[config.mk]
export PLATFORM = sky130hd
export DESIGN_NAME = lufr_top
export DESIGN_NICKNAME = d
export VERILOG_FILES = /design/src/pkg/lufr_pkg.sv /design/src/verilog/lufr_fifo.sv /design/src/verilog/lufr_rx.sv /design/src/verilog/lufr_top.sv
export VERILOG_INCLUDE_DIRS = /design/src /design/src/pkg
export SDC_FILE = /design/constraint.sdc
export NUM_CORES = 1
export LEC_CHECK = 0
export BUFFER_PORTS_ARGS = -buffer_cell sky130_fd_sc_hd__buf_4
export CORE_MARGIN = 5
export CORE_UTILIZATION = 50
export DETAILED_ROUTE_END_ITERATION = 7
export PLACE_DENSITY = 0.67
export SYNTH_ARGS = -nofsm -noshare
export SYNTH_HDL_FRONTEND = slang
export SYNTH_SLANG_ARGS = --single-unit
[constraint.sdc]
create_clock -name pclk -period 9.6 [get_ports pclk]
set_input_delay 0.48 -clock pclk [delete_from_list [all_inputs] [get_ports pclk]]
set_output_delay 0.48 -clock pclk [all_outputs]
set_load 0.05 [all_outputs]
[src/pkg/lufr_defs.svh]
// register indices, field positions, reset values and timing counts
`ifndef LUFR_DEFS_SVH
`define LUFR_DEFS_SVH
// ===========================================================
// register indices (byte address is four times the index)
`define LUFR_IDX_IEN 8'ha4
`define LUFR_IDX_FLAG 8'ha5
`define LUFR_IDX_DATA 8'ha6
`define LUFR_IDX_LIN 8'ha7
`define LUFR_IDX_FRST 8'ha8
`define LUFR_IDX_BAUD 8'ha9
`define LUFR_IDX_STAT 8'haa
// ===========================================================
// flag and enable bit positions
`define LUFR_B_RFO 4
`define LUFR_B_RFU 3
`define LUFR_B_TFO 2
`define LUFR_B_FRAMING_ERROR_FLAG 1
`define LUFR_B_TI 0
`define LUFR_NFLAG 5
// ===========================================================
// lin control bit positions
`define LUFR_B_LIN_ENABLE 7
`define LUFR_B_MASTER 6
`define LUFR_B_BRK 3
`define LUFR_B_BLEN_HI 2
// fifo reset bits
`define LUFR_B_RXRST 0
`define LUFR_B_TXRST 1
// ===========================================================
// reset values and timing
`define LUFR_DATA_RST 8'h00
`define LUFR_BRK_BASE 5'd13
`define LUFR_CLK_HZ 50000000
`define LUFR_BIT_RATE 19200
`define LUFR_BAUD_RST 16'(`LUFR_CLK_HZ / `LUFR_BIT_RATE)
`endif

[src/pkg/lufr_pkg.sv]
// types shared by the serial port design files
package lufr_pkg;
  // ===========================================================
  // transmit sequencer states, gray along idle-start-data-stop
  typedef enum logic [2:0] {
    LUFR_TX_IDLE = 3'b000,
    LUFR_TX_START = 3'b001,
    LUFR_TX_DATA = 3'b011,
    LUFR_TX_STOP = 3'b010,
    LUFR_TX_BRK = 3'b110,
    LUFR_TX_DELIM = 3'b111
  } lufr_tx_e;
  // receive sequencer states
  typedef enum logic [1:0] {
    LUFR_RX_IDLE = 2'b00,
    LUFR_RX_START = 2'b01,
    LUFR_RX_DATA = 2'b11,
    LUFR_RX_STOP = 2'b10
  } lufr_rx_e;
  typedef logic [7:0] lufr_byte_t;
endpackage : lufr_pkg

[src/verilog/lufr_fifo.sv]
// flip-flop fifo used for both receive and transmit queues
`timescale 1ns/1ns
module lufr_fifo #(
  parameter int W = 8,
  parameter int DEPTH = 16
) (
  input wire logic pclk,
  input wire logic presetn,
  input wire logic ce,
  input wire logic clr,
  input wire logic push,
  input wire logic [W-1:0] din,
  input wire logic pop,
  output logic [W-1:0] dout,
  output logic full,
  output logic empty
);
  import lufr_pkg::*;
  localparam int AW = $clog2(DEPTH);
  // ===========================================================
  // elaboration check
  generate
    if (DEPTH < 2 || (DEPTH & (DEPTH - 1)) != 0) begin : g_bad
      $error("fifo depth must be a power of two, at least 2");
    end
  endgenerate
  logic [W-1:0] mem_r [DEPTH]; // storage
  logic [AW-1:0] wp_r, wp_nxt; // write index
  logic [AW-1:0] rp_r, rp_nxt; // read index
  logic [AW:0] cnt_r, cnt_nxt; // fill level
  logic do_push, do_pop;
  // pushes to a full queue and pops from an empty one are dropped
  assign do_push = push & ~full;
  assign do_pop = pop & ~empty;
  assign full = cnt_r == (AW+1)'(DEPTH);
  assign empty = cnt_r == '0;
  assign dout = mem_r[rp_r];
  // ===========================================================
  // pointer next state
  always_comb begin
    wp_nxt = wp_r + AW'(do_push);
    rp_nxt = rp_r + AW'(do_pop);
    cnt_nxt = cnt_r + (AW+1)'(do_push) - (AW+1)'(do_pop);
    if (clr) begin // reset action empties the queue
      wp_nxt = '0;
      rp_nxt = '0;
      cnt_nxt = '0;
    end
  end
  always_ff @(posedge pclk or negedge presetn) begin
    if (!presetn) begin
      wp_r <= '0;
      rp_r <= '0;
      cnt_r <= '0;
    end else if (ce) begin
      wp_r <= wp_nxt;
      rp_r <= rp_nxt;
      cnt_r <= cnt_nxt;
    end
  end
  // storage needs no reset; content is only read once counted
  always_ff @(posedge pclk) begin
    if (ce && do_push && !clr) begin
      mem_r[wp_r] <= din;
    end
  end
endmodule : lufr_fifo

[src/verilog/lufr_rx.sv]
// receive shifter: start detect, mid-bit sampling, stop check
`timescale 1ns/1ns
`include "lufr_defs.svh"
module lufr_rx (
  input wire logic pclk,
  input wire logic presetn,
  input wire logic ce,
  input wire logic rxd,
  input wire logic [15:0] baud,
  output lufr_pkg::lufr_byte_t rx_byte,
  output logic rx_valid,
  output logic rx_framing_error_flag
);
  import lufr_pkg::*;
  lufr_rx_e st_r, st_nxt; // sequencer
  logic [15:0] cnt_r, cnt_nxt; // clocks within a bit
  logic [2:0] bit_r, bit_nxt; // data bit index
  lufr_byte_t sh_r, sh_nxt; // shift register
  logic vld_r, vld_nxt, fe_r, fe_nxt;
  logic tick;
  assign tick = cnt_r == baud - 16'd1;
  assign rx_byte = sh_r;
  assign rx_valid = vld_r;
  assign rx_framing_error_flag = fe_r;
  // ===========================================================
  // sequencer next state
  always_comb begin
    st_nxt = st_r;
    cnt_nxt = tick ? 16'd0 : cnt_r + 16'd1;
    bit_nxt = bit_r;
    sh_nxt = sh_r;
    vld_nxt = 1'b0;
    fe_nxt = fe_r;
    unique case (st_r)
      LUFR_RX_IDLE: begin // wait for falling start edge
        cnt_nxt = 16'd0;
        if (!rxd) begin
          st_nxt = LUFR_RX_START;
        end
      end
      LUFR_RX_START: begin // check at half bit, reject glitches
        if (cnt_r == (baud >> 1)) begin
          cnt_nxt = 16'd0;
          bit_nxt = 3'd0;
          st_nxt = rxd ? LUFR_RX_IDLE : LUFR_RX_DATA;
        end
      end
      LUFR_RX_DATA: begin // lsb first
        if (tick) begin
          sh_nxt = {rxd, sh_r[7:1]};
          bit_nxt = bit_r + 3'd1;
          if (bit_r == 3'd7) begin
            st_nxt = LUFR_RX_STOP;
          end
        end
      end
      LUFR_RX_STOP: begin // a low stop bit is a framing error
        if (tick) begin
          vld_nxt = 1'b1;
          fe_nxt = ~rxd;
          st_nxt = LUFR_RX_IDLE;
        end
      end
    endcase
  end
  always_ff @(posedge pclk or negedge presetn) begin
    if (!presetn) begin
      st_r <= LUFR_RX_IDLE;
      cnt_r <= 16'd0;
      bit_r <= 3'd0;
      sh_r <= `LUFR_DATA_RST;
      vld_r <= 1'b0;
      fe_r <= 1'b0;
    end else if (ce) begin
      st_r <= st_nxt;
      cnt_r <= cnt_nxt;
      bit_r <= bit_nxt;
      sh_r <= sh_nxt;
      vld_r <= vld_nxt;
      fe_r <= fe_nxt;
    end
  end
endmodule : lufr_rx

[src/verilog/lufr_top.sv]
// serial port with lin break, fifo flags and apb register access
//
// Contract
// - rx overflow sets flag; one enables interrupt
// - zero write or rx fifo reset clears
// - bad stop bit sets framing flag
// - tx complete when all sent, fifo empty
// - data buffer read pops oldest rx byte
// - data buffer write pushes into tx fifo
// - plain serial function unchanged under lin
// - frame order break, sync, id, data, checksum
// - no gaps; frame time equals bit count
// - break is 13+extra dominant, one recessive
// - break request sticky, self clears, lin cancels
`timescale 1ns/1ns
`include "lufr_defs.svh"
module lufr_top #(
  parameter int DEPTH = 16
) (
  input wire logic pclk,
  input wire logic presetn,
  input wire logic ce,
  input wire logic psel,
  input wire logic penable,
  input wire logic pwrite,
  input wire logic [11:0] paddr,
  input wire logic [31:0] pwdata,
  output logic [31:0] prdata,
  output logic pready,
  output logic pslverr,
  input wire logic rxd,
  output logic txd,
  output logic irq
);
  import lufr_pkg::*;
  // ===========================================================
  // address decode
  function automatic logic hit(input logic [11:0] a,
                               input logic [7:0] idx);
    return a == {2'b00, idx, 2'b00};
  endfunction : hit
  // ===========================================================
  // pin synchroniser
  logic rxd_s1_r, rxd_s2_r; // two stages before any logic
  always_ff @(posedge pclk or negedge presetn) begin
    if (!presetn) begin
      rxd_s1_r <= 1'b1;
      rxd_s2_r <= 1'b1;
    end else if (ce) begin
      rxd_s1_r <= rxd;
      rxd_s2_r <= rxd_s1_r;
    end
  end
  // ===========================================================
  // declarations
  logic [31:0] prdata_r, prdata_nxt; // read data held for access
  logic pready_r, pready_nxt; // answer in the access phase
  logic perr_r, perr_nxt; // unmapped address
  logic under_r, under_nxt; // rx fifo was empty at setup
  logic [`LUFR_NFLAG-1:0] flag_r, flag_nxt; // sticky events
  logic [`LUFR_NFLAG-1:0] ien_r, ien_nxt; // interrupt enables
  logic [`LUFR_NFLAG-1:0] ev; // one-cycle events
  logic irq_r, irq_nxt;
  logic lin_en_r, lin_en_nxt; // lin enable
  logic master_r, master_nxt; // master select
  logic brk_r, brk_nxt; // break request / in progress
  logic [2:0] blen_r, blen_nxt; // break length extra
  logic [15:0] baud_r, baud_nxt; // clocks per bit
  lufr_tx_e tx_st_r, tx_st_nxt; // transmit sequencer
  logic [15:0] tcnt_r, tcnt_nxt; // clocks within a bit
  logic [4:0] tbit_r, tbit_nxt; // bit index in byte or break
  lufr_byte_t tsh_r, tsh_nxt; // transmit shifter
  logic txd_r, txd_nxt;
  logic setup, acc, wr_acc, rd_acc, mapped, ttick, brk_done;
  logic rx_push, rx_pop, rx_full, rx_empty, rx_clr;
  logic tx_push, tx_pop, tx_full, tx_empty, tx_clr;
  lufr_byte_t rx_head, tx_head, rx_byte;
  logic rx_valid, rx_framing_error_flag;
  assign setup = psel & ~penable;
  assign acc = psel & penable & pready_r;
  assign wr_acc = acc & pwrite;
  assign rd_acc = acc & ~pwrite;
  assign mapped = hit(paddr, `LUFR_IDX_IEN) | hit(paddr, `LUFR_IDX_FLAG)
    | hit(paddr, `LUFR_IDX_DATA) | hit(paddr, `LUFR_IDX_LIN)
    | hit(paddr, `LUFR_IDX_FRST) | hit(paddr, `LUFR_IDX_BAUD)
    | hit(paddr, `LUFR_IDX_STAT);
  assign prdata = prdata_r;
  assign pready = pready_r;
  assign pslverr = perr_r;
  assign txd = txd_r;
  assign irq = irq_r;
  // ===========================================================
  // fifos and receiver
  // the data buffer has no storage of its own: it is the fifo ends
  assign rx_push = rx_valid & ~rx_full;
  assign rx_pop = rd_acc & hit(paddr, `LUFR_IDX_DATA) & ~under_r;
  assign tx_push = wr_acc & hit(paddr, `LUFR_IDX_DATA) & ~tx_full;
  assign rx_clr = wr_acc & hit(paddr, `LUFR_IDX_FRST)
    & pwdata[`LUFR_B_RXRST];
  assign tx_clr = wr_acc & hit(paddr, `LUFR_IDX_FRST)
    & pwdata[`LUFR_B_TXRST];
  lufr_fifo #(.W(8), .DEPTH(DEPTH)) u_rxq (
    .pclk(pclk), .presetn(presetn), .ce(ce), .clr(rx_clr),
    .push(rx_push), .din(rx_byte), .pop(rx_pop), .dout(rx_head),
    .full(rx_full), .empty(rx_empty)
  );
  lufr_fifo #(.W(8), .DEPTH(DEPTH)) u_txq (
    .pclk(pclk), .presetn(presetn), .ce(ce), .clr(tx_clr),
    .push(tx_push), .din(pwdata[7:0]), .pop(tx_pop), .dout(tx_head),
    .full(tx_full), .empty(tx_empty)
  );
  // receive path runs the same whether lin is on or off
  lufr_rx u_rx (
    .pclk(pclk), .presetn(presetn), .ce(ce), .rxd(rxd_s2_r),
    .baud(baud_r), .rx_byte(rx_byte), .rx_valid(rx_valid),
    .rx_framing_error_flag(rx_framing_error_flag)
  );
  // ===========================================================
  // apb slave: answer prepared in setup, done in first access cycle
  always_comb begin
    pready_nxt = setup;
    perr_nxt = setup ? ~mapped : perr_r;
    under_nxt = setup ? rx_empty : under_r;
    prdata_nxt = prdata_r;
    // unmapped writes answer with zero data as well as the error
    if (setup && (!pwrite || !mapped)) begin
      prdata_nxt = 32'h0000_0000;
      if (hit(paddr, `LUFR_IDX_IEN)) begin
        prdata_nxt[`LUFR_NFLAG-1:0] = ien_r;
      end else if (hit(paddr, `LUFR_IDX_FLAG)) begin
        prdata_nxt[`LUFR_NFLAG-1:0] = flag_r;
      end else if (hit(paddr, `LUFR_IDX_DATA)) begin
        prdata_nxt[7:0] = rx_empty ? `LUFR_DATA_RST : rx_head;
      end else if (hit(paddr, `LUFR_IDX_LIN)) begin
        prdata_nxt[7:0] = {lin_en_r, master_r, 2'b00, brk_r, blen_r};
      end else if (hit(paddr, `LUFR_IDX_BAUD)) begin
        prdata_nxt[15:0] = baud_r;
      end else if (hit(paddr, `LUFR_IDX_STAT)) begin
        prdata_nxt[4:0] = {tx_st_r != LUFR_TX_IDLE, tx_full, tx_empty,
                           rx_full, rx_empty};
      end
    end
  end
  always_ff @(posedge pclk or negedge presetn) begin
    if (!presetn) begin
      prdata_r <= 32'h0000_0000;
      pready_r <= 1'b0;
      perr_r <= 1'b0;
      under_r <= 1'b0;
    end else if (ce) begin
      prdata_r <= prdata_nxt;
      pready_r <= pready_nxt;
      perr_r <= perr_nxt;
      under_r <= under_nxt;
    end
  end
  // ===========================================================
  // event flags, enables and interrupt
  always_comb begin
    ev = '0;
    ev[`LUFR_B_RFO] = rx_valid & rx_full;
    ev[`LUFR_B_RFU] = rd_acc & hit(paddr, `LUFR_IDX_DATA) & under_r;
    ev[`LUFR_B_TFO] = wr_acc & hit(paddr, `LUFR_IDX_DATA) & tx_full;
    ev[`LUFR_B_FRAMING_ERROR_FLAG] = rx_valid & rx_framing_error_flag;
    ev[`LUFR_B_TI] = 1'b0;
    if (tx_st_r == LUFR_TX_STOP && ttick && tx_empty) begin
      ev[`LUFR_B_TI] = 1'b1;
    end
    flag_nxt = flag_r;
    ien_nxt = ien_r;
    if (wr_acc && hit(paddr, `LUFR_IDX_FLAG)) begin
      // one enables; zero clears the flag and disables it
      ien_nxt = pwdata[`LUFR_NFLAG-1:0];
      flag_nxt = flag_r & pwdata[`LUFR_NFLAG-1:0];
    end else if (wr_acc && hit(paddr, `LUFR_IDX_IEN)) begin
      ien_nxt = pwdata[`LUFR_NFLAG-1:0];
    end
    if (rx_clr) begin
      flag_nxt[`LUFR_B_RFO] = 1'b0;
    end
    // an event in the clearing cycle is kept
    flag_nxt = flag_nxt | ev;
    irq_nxt = |(flag_r & ien_r);
  end
  always_ff @(posedge pclk or negedge presetn) begin
    if (!presetn) begin
      flag_r <= '0;
      ien_r <= '0;
      irq_r <= 1'b0;
    end else if (ce) begin
      flag_r <= flag_nxt;
      ien_r <= ien_nxt;
      irq_r <= irq_nxt;
    end
  end
  // ===========================================================
  // lin control and bit rate
  always_comb begin
    lin_en_nxt = lin_en_r;
    master_nxt = master_r;
    brk_nxt = brk_r;
    blen_nxt = blen_r;
    baud_nxt = baud_r;
    if (wr_acc && hit(paddr, `LUFR_IDX_LIN)) begin
      lin_en_nxt = pwdata[`LUFR_B_LIN_ENABLE];
      // mode may only change while lin is off
      if (!lin_en_r) begin
        master_nxt = pwdata[`LUFR_B_MASTER];
      end
      blen_nxt = pwdata[`LUFR_B_BLEN_HI:0];
      // writing zero to the break bit keeps a pending break; clearing lin enable drops it
      if (pwdata[`LUFR_B_BRK] && pwdata[`LUFR_B_LIN_ENABLE] && master_nxt) begin
        brk_nxt = 1'b1;
      end
    end
    if (brk_done || !lin_en_nxt) begin
      brk_nxt = 1'b0;
    end
    if (wr_acc && hit(paddr, `LUFR_IDX_BAUD)) begin
      baud_nxt = (pwdata[15:0] < 16'd2) ? 16'd2 : pwdata[15:0];
    end
  end
  always_ff @(posedge pclk or negedge presetn) begin
    if (!presetn) begin
      lin_en_r <= 1'b0;
      master_r <= 1'b0;
      brk_r <= 1'b0;
      blen_r <= 3'b000;
      baud_r <= `LUFR_BAUD_RST;
    end else if (ce) begin
      lin_en_r <= lin_en_nxt;
      master_r <= master_nxt;
      brk_r <= brk_nxt;
      blen_r <= blen_nxt;
      baud_r <= baud_nxt;
    end
  end
  // ===========================================================
  // transmit sequencer: break, then queued bytes back to back
  assign ttick = tcnt_r == baud_r - 16'd1;
  always_comb begin
    tx_st_nxt = tx_st_r;
    tcnt_nxt = ttick ? 16'd0 : tcnt_r + 16'd1;
    tbit_nxt = tbit_r;
    tsh_nxt = tsh_r;
    txd_nxt = txd_r;
    tx_pop = 1'b0;
    brk_done = 1'b0;
    unique case (tx_st_r)
      LUFR_TX_IDLE: begin
        tcnt_nxt = 16'd0;
        txd_nxt = 1'b1;
        // a pending break goes before any queued byte
        if (brk_r && lin_en_r && master_r) begin
          tx_st_nxt = LUFR_TX_BRK;
          tbit_nxt = 5'd0;
          txd_nxt = 1'b0;
        end else if (!tx_empty) begin
          tx_pop = 1'b1;
          tsh_nxt = tx_head;
          tx_st_nxt = LUFR_TX_START;
          txd_nxt = 1'b0;
        end
      end
      LUFR_TX_START: begin
        if (ttick) begin
          tx_st_nxt = LUFR_TX_DATA;
          tbit_nxt = 5'd0;
          txd_nxt = tsh_r[0];
        end
      end
      LUFR_TX_DATA: begin // lsb first
        if (ttick) begin
          if (tbit_r == 5'd7) begin
            tx_st_nxt = LUFR_TX_STOP;
            txd_nxt = 1'b1;
          end else begin
            tsh_nxt = tsh_r >> 1;
            txd_nxt = tsh_r[1];
            tbit_nxt = tbit_r + 5'd1;
          end
        end
      end
      LUFR_TX_STOP: begin
        if (ttick) begin
          // next byte starts at once so frame time is fixed
          if (!tx_empty) begin
            tx_pop = 1'b1;
            tsh_nxt = tx_head;
            tx_st_nxt = LUFR_TX_START;
            txd_nxt = 1'b0;
          end else begin
            tx_st_nxt = LUFR_TX_IDLE;
          end
        end
      end
      LUFR_TX_BRK: begin // 13 plus extra dominant bits
        if (ttick) begin
          if (tbit_r == `LUFR_BRK_BASE + {2'b00, blen_r} - 5'd1) begin
            tx_st_nxt = LUFR_TX_DELIM;
            txd_nxt = 1'b1;
          end else begin
            tbit_nxt = tbit_r + 5'd1;
          end
        end
      end
      LUFR_TX_DELIM: begin // one recessive delimiter bit
        if (ttick) begin
          brk_done = 1'b1;
          // queued header follows at once; an idle cycle would stretch
          // the delimiter beyond one bit
          if (!tx_empty && lin_en_r) begin
            tx_pop = 1'b1;
            tsh_nxt = tx_head;
            tx_st_nxt = LUFR_TX_START;
            txd_nxt = 1'b0;
          end else begin
            tx_st_nxt = LUFR_TX_IDLE;
          end
        end
      end
      default: begin // illegal code: back to a quiet line
        tx_st_nxt = LUFR_TX_IDLE;
        txd_nxt = 1'b1;
      end
    endcase
    // dropping lin enable aborts a break in flight
    if (!lin_en_r && (tx_st_r == LUFR_TX_BRK ||
                      tx_st_r == LUFR_TX_DELIM)) begin
      tx_st_nxt = LUFR_TX_IDLE;
      txd_nxt = 1'b1;
    end
  end
  always_ff @(posedge pclk or negedge presetn) begin
    if (!presetn) begin
      tx_st_r <= LUFR_TX_IDLE;
      tcnt_r <= 16'd0;
      tbit_r <= 5'd0;
      tsh_r <= `LUFR_DATA_RST;
      txd_r <= 1'b1;
    end else if (ce) begin
      tx_st_r <= tx_st_nxt;
      tcnt_r <= tcnt_nxt;
      tbit_r <= tbit_nxt;
      tsh_r <= tsh_nxt;
      txd_r <= txd_nxt;
    end
  end
endmodule : lufr_top

==> implementation parameters, run 1 <==
Parameter                              Value

Global route
  Overflow left after global routing ... 0
  Antenna violations before repair ... 0
  Maximum number of pins on one net before global-route repair ... 74
  Overall routing resource usage ... 20.3%
  Number of global-route vias before repair ... 11500
  Wire length of the first global-routing pass ... 66300 microns

Setup path
  Chain of cells forming the critical path ... or4_4 -> nor4b_1 -> xnor3_1 -> nand4_1 -> nor4_4 -> buf_4 -> a21oi_1 -> nor3_1 -> ha_1 -> inv_1 -> ha_1 -> inv_1 -> fa_1 -> inv_1 -> a21oi_1 -> nor2_1 -> nor2_1 -> xnor2_1 -> o21ai_0 -> nand2_1 -> o21ai_0
  Startpoint Class ... flip-flop
  Arr. time, crit path ... 5.28 ns
  Most numerous cell on the critical path ... sky130_fd_sc_hd__inv_1
  Critical path buffers and inverters ... 4
  Startpoint of the worst register-to-register path ... baud_r[4]
  Reg-to-reg setup timing slack ... 4.76 ns
  Highest-delay cell along the critical path ... sky130_fd_sc_hd__or4_4
  Largest delay share family, worst path ... simple AND/OR/NAND/NOR gates
  Critical path's largest stage delay ... 0.68 ns
  Destination of the worst register-to-register timing path ... u_txq.cnt_r[4]
  Biggest fanout along the worst timing path ... 15
  Worst-case reg-to-reg path depth ... 21
  Worst endpoint required time ... 10.04 ns
  Worst Path Class, Setup ... flip-flop to flip-flop
  Kind of end point of the critical path ... flip-flop

Clock network
  Clock tree from TritonCTS ... yes
  Clk sink count ... 400
  Worst-case clock buffer depth ... 3
  Total CTS buffers ... 43
  Post-cts repair resize count ... 0
  Count of hold buffers inserted by post-cts repair ... 1
  H-tree levels ... 2
  Post-CTS Setup Inserts ... 0
  Clock slew at reported path FFs ... 0.06 ns
  Worst-Skew Late Latency ... 0.56 ns
  Root Buffer ... sky130_fd_sc_hd__clkbuf_16

Drt
  Average wire length per cell after detail routing ... 21.3 microns
  DRC violations left ... 0
  DR pass1 iterations ... 5
  DR iter-0 viols ... 1144
  Post-Route WL ... 42400 microns
  Via density ... 5.89
  Total number of vias ... 11700
  Final ANT Viol Nets ... 0

Finish
  Post-layout nets ... 1528
  Number of non-filler instances in the completed layout ... 1994
  Sequential cell area in the final layout ... 0.0113 sq mm
  Post-route cell area ... 0.0211 sq mm
  Number of antenna repair diodes ... 0
  Synth-to-Final Area Change ... 11.5%
  Multi-input combinational cell area ... 0.00703 sq mm
  Layout fillers ... 3073
  Share of post-route cells with drive strength above 1 ... 18.9%

Floorplanning
  Vertical extent of the die ... 204 microns
  Die boundary width ... 204 microns
  Core Box Area ... 0.0375 sq mm
  Number of placed I/O pins ... 87
  Initial cell density of the core ... 50.4%
  Row Count ... 71
  Die area ... 0.0418 sq mm

Worst hold path
  Hold endpoint ... baud_r[8]
  Origin of the worst min-delay path ... pwdata[8]
  Tightest Hold Check Type ... input port to flip-flop
  Cell depth of the worst min-delay path ... 2

Logic synthesis
  Number of synthesis warnings ... 0
  Mean post-synth cell area ... 13.3 sq um
  Number of unique standard cell types used by synthesis ... 76
  Primary flip-flop cell chosen by synthesis mapping ... sky130_fd_sc_hd__edfxtp_1
  FFs w/ async S/R, synth ... 36.0%
  Synth Cell Area ... 0.0189 sq mm
  Gate Count Post-Synth ... 1419
  Dominant cell by count in the synthesized netlist ... sky130_fd_sc_hd__edfxtp_1
  Number of synthesized flops with an enable pin ... 256
  Proportion of netlist area held by the largest area contributor ... 40.7%
  Top cell types by occurrence after synthesis ... sky130_fd_sc_hd__edfxtp_1 (256), sky130_fd_sc_hd__dfrtp_1 (136), sky130_fd_sc_hd__nand2_1 (124)
  Area leader, netlist ... sky130_fd_sc_hd__edfxtp_1
  Synth Register Bits ... 400
  Top cells by area in the synthesized netlist ... sky130_fd_sc_hd__edfxtp_1 (41%), sky130_fd_sc_hd__dfrtp_1 (18%), sky130_fd_sc_hd__mux4_2 (7.4%), sky130_fd_sc_hd__mux2_2 (2.7%), sky130_fd_sc_hd__o21ai_0 (2.5%)
  Sequential-to-total area share from yosys stat ... 59.8%

Outcome
  Result of the run ... complete, no violations

STA
  Clock period minus final worst setup slack ... 4.84 ns
  Final hold vios ... 0
  Unrepaired setup endpoints after global routing ... no
  Setup total negative slack ... 0 ns
  Max Freq ... 207 MHz
  Max_slew headroom ... 17.3%
  Count of pins over their slew limit ... 0
  Final setup violation count ... 0
  Setup Skew ... 0.0302 ns
  Hold slack ... 0.162 ns
  Final worst path period share ... 50.4%
  Worst-margin pin slew ... 1.23 ns

Place
  Placed Area ... 0.0197 sq mm
  Port-buffer cells ... 54
  Number of instances in the placed design ... 1914
  Routability-driven placement congestion ratio ... 0.826
  HPWL after detailed placement ... 27900 microns

Power
  Psw ... 1140 uW
  Power density over the cells ... 205 mW/mm^2
  Internal power consumption ... 3180 uW
  Worst IR drop on VDD ... 162 uV
  Share of total power consumed by net switching ... 26.4%
  Sequential power share ... 46.2%
  Combinational cell fraction of total power ... 16.6%
  Static Leak ... 0.00774 uW
  Share of power burned in the clock network ... 37.2%

Flow run
  Max-cap viol count ... 0
flip-flops by register name, summed over array words and instances (netlist names), 8 cells and up:
register,flops
u_rxq.mem_r,128
u_txq.mem_r,128
baud_r,16
prdata,16
tcnt_r,16
u_rx.cnt_r,16
tsh_r,8
u_rx.rx_byte,8
how the worst max path moves through the flow:
stage | from | to | slack [ns] | cells past startpoint
floorplan | baud_r[6] | u_txq.cnt_r[4] | 5.21 | 23
global placement | baud_r[4] | u_txq.cnt_r[4] | 4.78 | 21
detailed placement | baud_r[4] | u_txq.cnt_r[4] | 4.84 | 21
CTS | baud_r[4] | u_txq.cnt_r[4] | 4.80 | 21
global route | baud_r[0] | u_txq.cnt_r[4] | 4.30 | 24
finish | baud_r[4] | u_txq.cnt_r[4] | 4.76 | 21
placed cells by master, fill, tap and decap left out, drive strengths merged, types with 40 or more instances in the layout:
master | Yosys | layout
nand2 | 124 | 124
dfrtp | 136 | 136
nor2 | 60 | 60
clkbuf | 59 | 61
o21ai | 97 | 97
mux2 | 56 | 56
xnor2 | 47 | 47
mux4 | 62 | 62
buf | 46 | 74
inv | 38 | 40
edfxtp | 256 | 256
power groups by stage:
stage / sequential, uW / combinational (uW) / clock (uW)
floorplan: 1990 / 577 / 0
global placement: 2030 / 707 / 0
detailed placement: 2030 / 718 / 0
CTS: 2000 / 722 / 1640
global route: 2010 / 795 / 1720
finish: 2000 / 720 / 1610
cell families after synthesis:
kind of cell	synth area share, %
AOI/OAI and AO/OA	8.56
xor gates and xnor gates	3.85
adders and majority gates	1.93
buffers and inverters	3.39
DFF	59.8
muxes	12.4
other	0.0198
and+or+nand+nor	10.0
metrics by stage:
step	util, %	total power (uW)	setup WS [ns]
after floorplan	-	2570	5.21
after global placement	52.5	2730	4.78
after detailed placement	52.5	2750	4.84
after CTS	56.2	4360	4.80
after global routing	56.2	4520	4.30
final	56.2	4330	4.76
per-layer routing:
layer / part of all wire (%) / GRT usage (%) / vias up
li1: - / - / 5391
met1: 44 / 28.6 / 5946
met2: 50 / 33.7 / 361
met3: 5.2 / 3.55 / 44
met4: 1.7 / 4.26 / 0
met5: 0 / 0 / -
final cells by class:
cell class,instances,share of cell area (%)
repair buffers,75,2.70
clock inverters,18,0.606
multi-input cells,891,33.4
clock buffers,61,5.97
flip-flops and latches,400,53.7
well taps,511,3.03
inverters,38,0.677
Note: power is estimated with default switching activity, not from simulation.
==> run 2, diff against run 1 <==
==> constraint.sdc (replaced) <==
create_clock -name pclk -period 5.05 [get_ports pclk]
set_input_delay 0.2525 -clock pclk [delete_from_list [all_inputs] [get_ports pclk]]
set_output_delay 0.2525 -clock pclk [all_outputs]
set_load 0.05 [all_outputs]
==> run 2 against run 1 <==
Register-to-register slack worse by 4.3 ns; fmax is 6.1% higher; clock skew is 0.011 ns lower; clock power is 90% higher; first-iteration DRC count is 14% lower; cell area is 0.68% higher; power is 91% higher; combinational power is 89% higher; wire length is 1.5% higher; sequential power is 92% higher; non-clock buffer count is 17 higher; die area stayed put; critical path type unchanged; highest routed layer unchanged.
==> implementation parameters, run 2 (synthesis results as in run 1) <==
Parameter                              Value

Floorplanning
  Number of placed I/O pins ... 87 (unchanged)
  Initial cell density of the core ... 50.4% (unchanged)
  Die area ... 0.0418 sq mm (unchanged)
  Vertical extent of the die ... 204 microns (unchanged)
  Die boundary width ... 204 microns (unchanged)
  Core Box Area ... 0.0375 sq mm (unchanged)
  Row Count ... 71 (unchanged)

Finish
  Share of post-route cells with drive strength above 1 ... 19.4% (+0.51 points)
  Post-layout nets ... 1545 (+1.1%)
  Post-layout utilization of the core ... 56.6% (+0.38 points)
  Most common library cell in the layout ignoring fill and taps ... sky130_fd_sc_hd__edfxtp_1
  Most frequent cells in the layout ... sky130_fd_sc_hd__edfxtp_1 (256), sky130_fd_sc_hd__dfrtp_1 (134), sky130_fd_sc_hd__nand2_1 (124)
  Number of antenna repair diodes ... 0 (unchanged)
  Registers with the highest flip-flop counts ... u_rxq.mem_r (128), u_txq.mem_r (128)
  Synth-to-Final Area Change ... 12.2%
  Post-route cell area ... 0.0212 sq mm (+0.68%)

Global route
  Number of global-route vias before repair ... 11500 (-0.15%)
  Overall routing resource usage ... 20.7% (+0.41 points)
  Overflow left after global routing ... 0 (unchanged)
  Wire length of the first global-routing pass ... 67300 microns (+1.6%)
  Maximum number of pins on one net before global-route repair ... 75 (+1.4%)
  Antenna violations before repair ... 0 (unchanged)

Setup path
  Kind of end point of the critical path ... flip-flop
  Worst endpoint required time ... 5.49 ns (-4.55 ns)
  Reg-to-reg setup timing slack ... 0.49 ns (-4.27 ns)
  Highest-delay cell along the critical path ... sky130_fd_sc_hd__or3b_2
  Worst-case reg-to-reg path depth ... 22 (+4.8%)
  Biggest fanout along the worst timing path ... 6 (-9)
  Worst Path Class, Setup ... flip-flop to flip-flop
  Most numerous cell on the critical path ... sky130_fd_sc_hd__inv_1
  Startpoint Class ... flip-flop
  Arr. time, crit path ... 5.00 ns (-0.28 ns)
  Chain of cells forming the critical path ... inv_1 -> ha_1 -> or3b_2 -> nor4_1 -> xnor3_1 -> nand4_1 -> nor4_4 -> a21oi_1 -> nor3_1 -> ha_1 -> inv_1 -> ha_1 -> inv_1 -> fa_1 -> inv_1 -> a21oi_1 -> nor2_1 -> nor2_1 -> xnor2_1 -> o21ai_0 -> nand2_1 -> o21ai_0
  Critical path's largest stage delay ... 0.52 ns (-0.16 ns)

Clock network
  Clock slew at reported path FFs ... 0.06 ns (about the same)
  Clock tree from TritonCTS ... yes
  Worst-case clock buffer depth ... 3 (unchanged)
  Worst-Skew Late Latency ... 0.57 ns (about the same)
  Post-CTS Setup Inserts ... 0 (unchanged)
  Root Buffer ... sky130_fd_sc_hd__clkbuf_16
  Clk sink count ... 400 (unchanged)
  Total CTS buffers ... 43 (unchanged)
  H-tree levels ... 2 (unchanged)

STA
  Worst-margin pin slew ... 1.07 ns (-0.163 ns)
  Clock period minus final worst setup slack ... 4.56 ns (-0.280 ns)
  Setup total negative slack ... 0 ns (unchanged)
  Setup Skew ... 0.0191 ns (-0.0110 ns)
  Count of pins over their slew limit ... 0 (unchanged)
  Max_slew headroom ... 28.8% (+12 points)
  Hold slack ... 0.0416 ns (-0.120 ns)
  Unrepaired setup endpoints after global routing ... no
  Worst setup margin ... 0.488 ns (-4.27 ns)
  Final worst path period share ... 90.3% (+40 points)
  Final hold vios ... 0 (unchanged)
  Final setup violation count ... 0 (unchanged)
  Max Freq ... 219 MHz (+6.1%)

Power
  Power density over the cells ... 389 mW/mm^2 (+90%)
  Worst IR drop on VDD ... 301 uV (+86%)
  Static Leak ... 0.00783 uW (+1.1%)

Worst hold path
  Cell depth of the worst min-delay path ... 3 (+1)
  Tightest Hold Check Type ... input port to flip-flop

Drt
  DR iter-0 viols ... 982 (-14%)
  DRC violations left ... 0 (unchanged)
  Total number of vias ... 11700 (-0.14%)
  Via density ... 5.83 (-1.0%)
  DR pass1 iterations ... 5 (unchanged)
  Final ANT Viol Nets ... 0 (unchanged)
  Post-Route WL ... 43000 microns (+1.5%)
  Average wire length per cell after detail routing ... 21.4 microns (+0.61%)

Place
  HPWL after detailed placement ... 28500 microns (+2.2%)
  Placed Area ... 0.0197 sq mm (+0.31%)
  Routability-driven placement congestion ratio ... 0.874 (+5.7%)
  Port-buffer cells ... 54 (unchanged)
  Worst slack at placement ... 0.416 ns (-4.43 ns)

Flow run
  Max-cap viol count ... 0 (unchanged)

Outcome
  Result of the run ... complete, no violations
[run 2: cell types whose count changed in the layout (fill, tap and decap cells not counted), moves of 2 or more]
cell | before | now
sky130_fd_sc_hd__buf_4 | 73 | 81
sky130_fd_sc_hd__bufinv_16 | 1 | 3
sky130_fd_sc_hd__clkbuf_16 | 46 | 44
sky130_fd_sc_hd__clkbuf_8 | 5 | 0
sky130_fd_sc_hd__clkinv_2 | 7 | 10
sky130_fd_sc_hd__clkinv_4 | 0 | 2
sky130_fd_sc_hd__dlygate4sd3_1 | 1 | 10
[run 2: worst max-delay path, delay by kind of cell (launching register included)]
family | cells | cell delay, ns
AND/OR/NAND/NOR | 8 | 1.91
adder cells (fa/ha/maj) | 4 | 1.06
flip-flops | 1 | 0.48
XOR/XNOR | 2 | 0.40
AO/OA/AOI/OAI | 4 | 0.29
buffers and inverters | 4 | 0.29
[run 2: through the flow]
| step | std cells | power, uW |
|---|---|---|
| after floorplan | 1434 | 4880 |
| final | 2012 | 8260 |
| after detailed placement | 1922 | 5240 |
| after CTS | 2012 | 8320 |
| after global routing | 2012 | 8640 |
| after global placement | 1922 | 5220 |
[run 2: final timing paths]
check | start | to
min in group asynchronous | presetn | tsh_r[7]
max in group asynchronous | presetn | rxd_s2_r
worst max register to register | baud_r[0] | u_txq.cnt_r[4]
worst min register to register | prdata[13] | prdata[13]
worst max-delay path | baud_r[0] | u_txq.cnt_r[4]
worst min-delay path | pwdata[5] | baud_r[5]
[run 2: repair_timing]
item                                    CTS  global route
resized for setup                         0             2
endpoints found under the setup margin    0             1
endpoints found under the hold margin    75             0
hold buffers                             10             0
[run 2: area by class of cell]
cell class,count,area [sq um]
Fill cell,3016,16300
Sequential cell,400,11300
Multi-Input combinational cell,891,7040
Clock buffer,54,1140
Timing Repair Buffer,92,719
Tap cell,511,639
Clock inverter,26,231
Inverter,38,143
[run 2: report_power, final]
group	leakage [uW]	switching, uW	internal [uW]
Clock	0.000671	1290	1770
Combinational	0.00291	704	660
Sequential	0.00425	220	3610
[run 2: per-layer routing]
metal | up-vias | GRT usage (%) | part of all wire, % | routed length (microns)
met5 | - | 0 | 0 | 0
met4 | 0 | 5.38 | 1.9 | 816
met3 | 56 | 3.51 | 5.7 | 2440
met2 | 298 | 33.6 | 49 | 21000
met1 | 5947 | 29.5 | 44 | 18800
li1 | 5424 | - | - | -
==> run 3, diff against run 2 <==
--- a/config.mk
+++ b/config.mk
@@ -7,10 +7,10 @@
 export NUM_CORES = 1
 export LEC_CHECK = 0
 export BUFFER_PORTS_ARGS = -buffer_cell sky130_fd_sc_hd__buf_4
-export CORE_MARGIN = 5
 export CORE_UTILIZATION = 50
 export DETAILED_ROUTE_END_ITERATION = 7
 export PLACE_DENSITY = 0.67
+export RECOVER_POWER = 100
 export SYNTH_ARGS = -nofsm -noshare
 export SYNTH_HDL_FRONTEND = slang
 export SYNTH_SLANG_ARGS = --single-unit
==> run 3 against run 2 <==
The flow now finishes with violations (max-capacitance violations, max-slew violations); die area down 7.7%; register-to-register slack is essentially flat; non-clock buffer count decreased by 1; critical path depth unchanged; worst setup slack gained 0.014 ns; largest cell class unchanged.
==> implementation parameters, run 3 (synthesis results as in run 1) <==
Parameter                              Value

Drt
  Total number of vias ... 11900 (+1.9%)
  DR pass1 iterations ... 5 (unchanged)
  Average wire length per cell after detail routing ... 21.7 microns (+1.3%)
  DR iter-0 viols ... 1189 (+21%)
  Final ANT Viol Nets ... 0 (unchanged)
  DRC violations left ... 0 (unchanged)
  Via density ... 5.97 (+2.5%)
  Post-Route WL ... 43400 microns (+0.70%)

Setup path
  Worst endpoint required time ... 5.49 ns (about the same)
  Critical path's largest stage delay ... 0.54 ns (+0.02 ns)
  Chain of cells forming the critical path ... inv_1 -> ha_1 -> or3b_2 -> nor4_2 -> xnor3_1 -> nand4_1 -> nor4_4 -> a21oi_1 -> nor3_1 -> ha_1 -> inv_1 -> ha_1 -> inv_1 -> fa_1 -> inv_1 -> a21oi_1 -> nor2_1 -> nor2_1 -> xnor2_1 -> o21ai_0 -> nand2_1 -> o21ai_0
  Highest-delay cell along the critical path ... sky130_fd_sc_hd__or3b_2
  Kind of end point of the critical path ... flip-flop
  Most numerous cell on the critical path ... sky130_fd_sc_hd__inv_1
  Biggest fanout along the worst timing path ... 6 (unchanged)
  Worst Path Class, Setup ... flip-flop to flip-flop
  Arr. time, crit path ... 4.98 ns (-0.02 ns)
  Startpoint Class ... flip-flop

STA
  Unrepaired setup endpoints after global routing ... no
  Max Freq ... 220 MHz (+0.30%)
  Setup Skew ... 0.0117 ns (-0.00747 ns)
  Setup total negative slack ... 0 ns (unchanged)
  Max_slew headroom ... -60.8% (-90 points)
  Final setup violation count ... 0 (unchanged)
  Final hold vios ... 0 (unchanged)
  Final worst path period share ... 90.1% (-0.27 points)
  Count of pins over their slew limit ... 163 (+163)
  Worst setup margin ... 0.502 ns (+0.0137 ns)
  Worst-margin pin slew ... 2.41 ns (+1.34 ns)
  Hold slack ... 0.0677 ns (+0.0261 ns)
  Clock period minus final worst setup slack ... 4.55 ns (-0.0137 ns)

Finish
  Post-layout nets ... 1544 (-0.065%)
  Most common library cell in the layout ignoring fill and taps ... sky130_fd_sc_hd__edfxtp_1
  Number of non-filler instances in the completed layout ... 2001 (-0.55%)
  Synth-to-Final Area Change ... 11.1%
  Share of post-route cells with drive strength above 1 ... 15.4% (-4.0 points)
  Layout fillers ... 2929 (-2.9%)
  Number of antenna repair diodes ... 0 (unchanged)
  Registers with the highest flip-flop counts ... u_rxq.mem_r (128), u_txq.mem_r (128)
  Most frequent cells in the layout ... sky130_fd_sc_hd__edfxtp_1 (256), sky130_fd_sc_hd__dfrtp_1 (135), sky130_fd_sc_hd__nand2_1 (124)
  Post-layout utilization of the core ... 56.9% (+0.36 points)

Clock network
  Clk sink count ... 400 (unchanged)
  Root Buffer ... sky130_fd_sc_hd__clkbuf_16
  Clock tree from TritonCTS ... yes
  Clock slew at reported path FFs ... 0.06 ns (about the same)
  H-tree levels ... 2 (unchanged)
  Total CTS buffers ... 43 (unchanged)
  Post-CTS Setup Inserts ... 0 (unchanged)
  Worst-case clock buffer depth ... 3 (unchanged)
  Worst-Skew Late Latency ... 0.56 ns (about the same)

Floorplanning
  Core Box Area ... 0.0369 sq mm (-1.6%)
  Number of placed I/O pins ... 87 (unchanged)
  Die boundary width ... 196 microns (-3.9%)
  Row Count ... 70 (-1.4%)
  Die area ... 0.0386 sq mm (-7.7%)
  Initial cell density of the core ... 51.2% (+0.84 points)
  Vertical extent of the die ... 196 microns (-3.9%)

Place
  HPWL after detailed placement ... 28700 microns (+0.66%)
  Port-buffer cells ... 54 (unchanged)
  Routability-driven placement congestion ratio ... 0.875 (+0.17%)
  Worst slack at placement ... 0.462 ns (+0.0466 ns)
  Number of instances in the placed design ... 1914 (-0.42%)

Global route
  Wire length of the first global-routing pass ... 67800 microns (+0.63%)
  Antenna violations before repair ... 1 (+1)
  Number of global-route vias before repair ... 11900 (+3.3%)
  Maximum number of pins on one net before global-route repair ... 96 (+28%)
  Overflow left after global routing ... 0 (unchanged)
  Overall routing resource usage ... 23.1% (+2.4 points)

Worst hold path
  Tightest Hold Check Type ... input port to flip-flop

Power
  Worst IR drop on VDD ... 292 uV (-2.9%)
  Static Leak ... 0.00759 uW (-3.0%)
  Power density over the cells ... 392 mW/mm^2 (+0.75%)

Flow run
  Max-cap viol count ... 3 (+3)

Outcome
  Result of the run ... finished, violations left
  Violations in the final reports ... max-capacitance violations, max-slew violations
[run 3: layer usage]
layer / vias up / track usage [%] / wire length [microns]
li1: 5417 / - / -
met1: 6039 / 31.8 / 18500
met2: 401 / 36.9 / 20700
met3: 90 / 4.60 / 2830
met4: 2 / 8.13 / 1280
met5: - / 0 / 13
[run 3: layout make-up]
type,instances,area [sq um],area share [%]
Clock buffer,55,1150,5.49
Clock inverter,22,229,1.09
Inverter,38,143,0.679
Multi-Input combinational cell,891,6990,33.3
Sequential cell,400,11300,53.8
Tap cell,504,631,3.00
Timing Repair Buffer,91,549,2.62
[run 3: metrics by stage]
step	power, uW	cell area, sq um
after floorplan	4880	19000
after global placement	5210	19700
after detailed placement	5240	19700
after CTS	8350	21200
after global routing	8590	21000
final	8240	21000
[run 3: critical path: cells and delay by family (launching register included)]
family	cells	cell delay [ns]
buffers and inverters	4	0.29
xor gates and xnor gates	2	0.40
adders and majority gates	4	1.07
AOI/OAI and AO/OA	4	0.29
DFF	1	0.46
and+or+nand+nor	8	1.91
[run 3: power by group]
group | switching, uW | total [uW] | internal [uW]
combinational | 670 | 1280 | 613
sequential | 254 | 3870 | 3610
clock | 1260 | 3080 | 1820
total | 2190 | 8240 | 6050
[run 3: timing repair]
action | CTS | global route
gates resized for setup | 0 | 2
endpoints found under the hold margin | 95 | 0
endpoints found under the setup margin | 0 | 1
hold buffers | 10 | 0
[run 3: worst paths after layout]
kind	start	to	slack [ns]	cells past startpoint
setup / recovery	baud_r[0]	u_txq.cnt_r[4]	0.50	22
max in group asynchronous	presetn	u_txq.rp_r[0]	1.66	3
hold reg to reg	prdata[13]	prdata[13]	0.49	2
setup reg to reg	baud_r[0]	u_txq.cnt_r[4]	0.50	22
hold / removal	pwrite	flag_r[3]	0.07	3
min in group asynchronous	presetn	tsh_r[6]	0.91	2
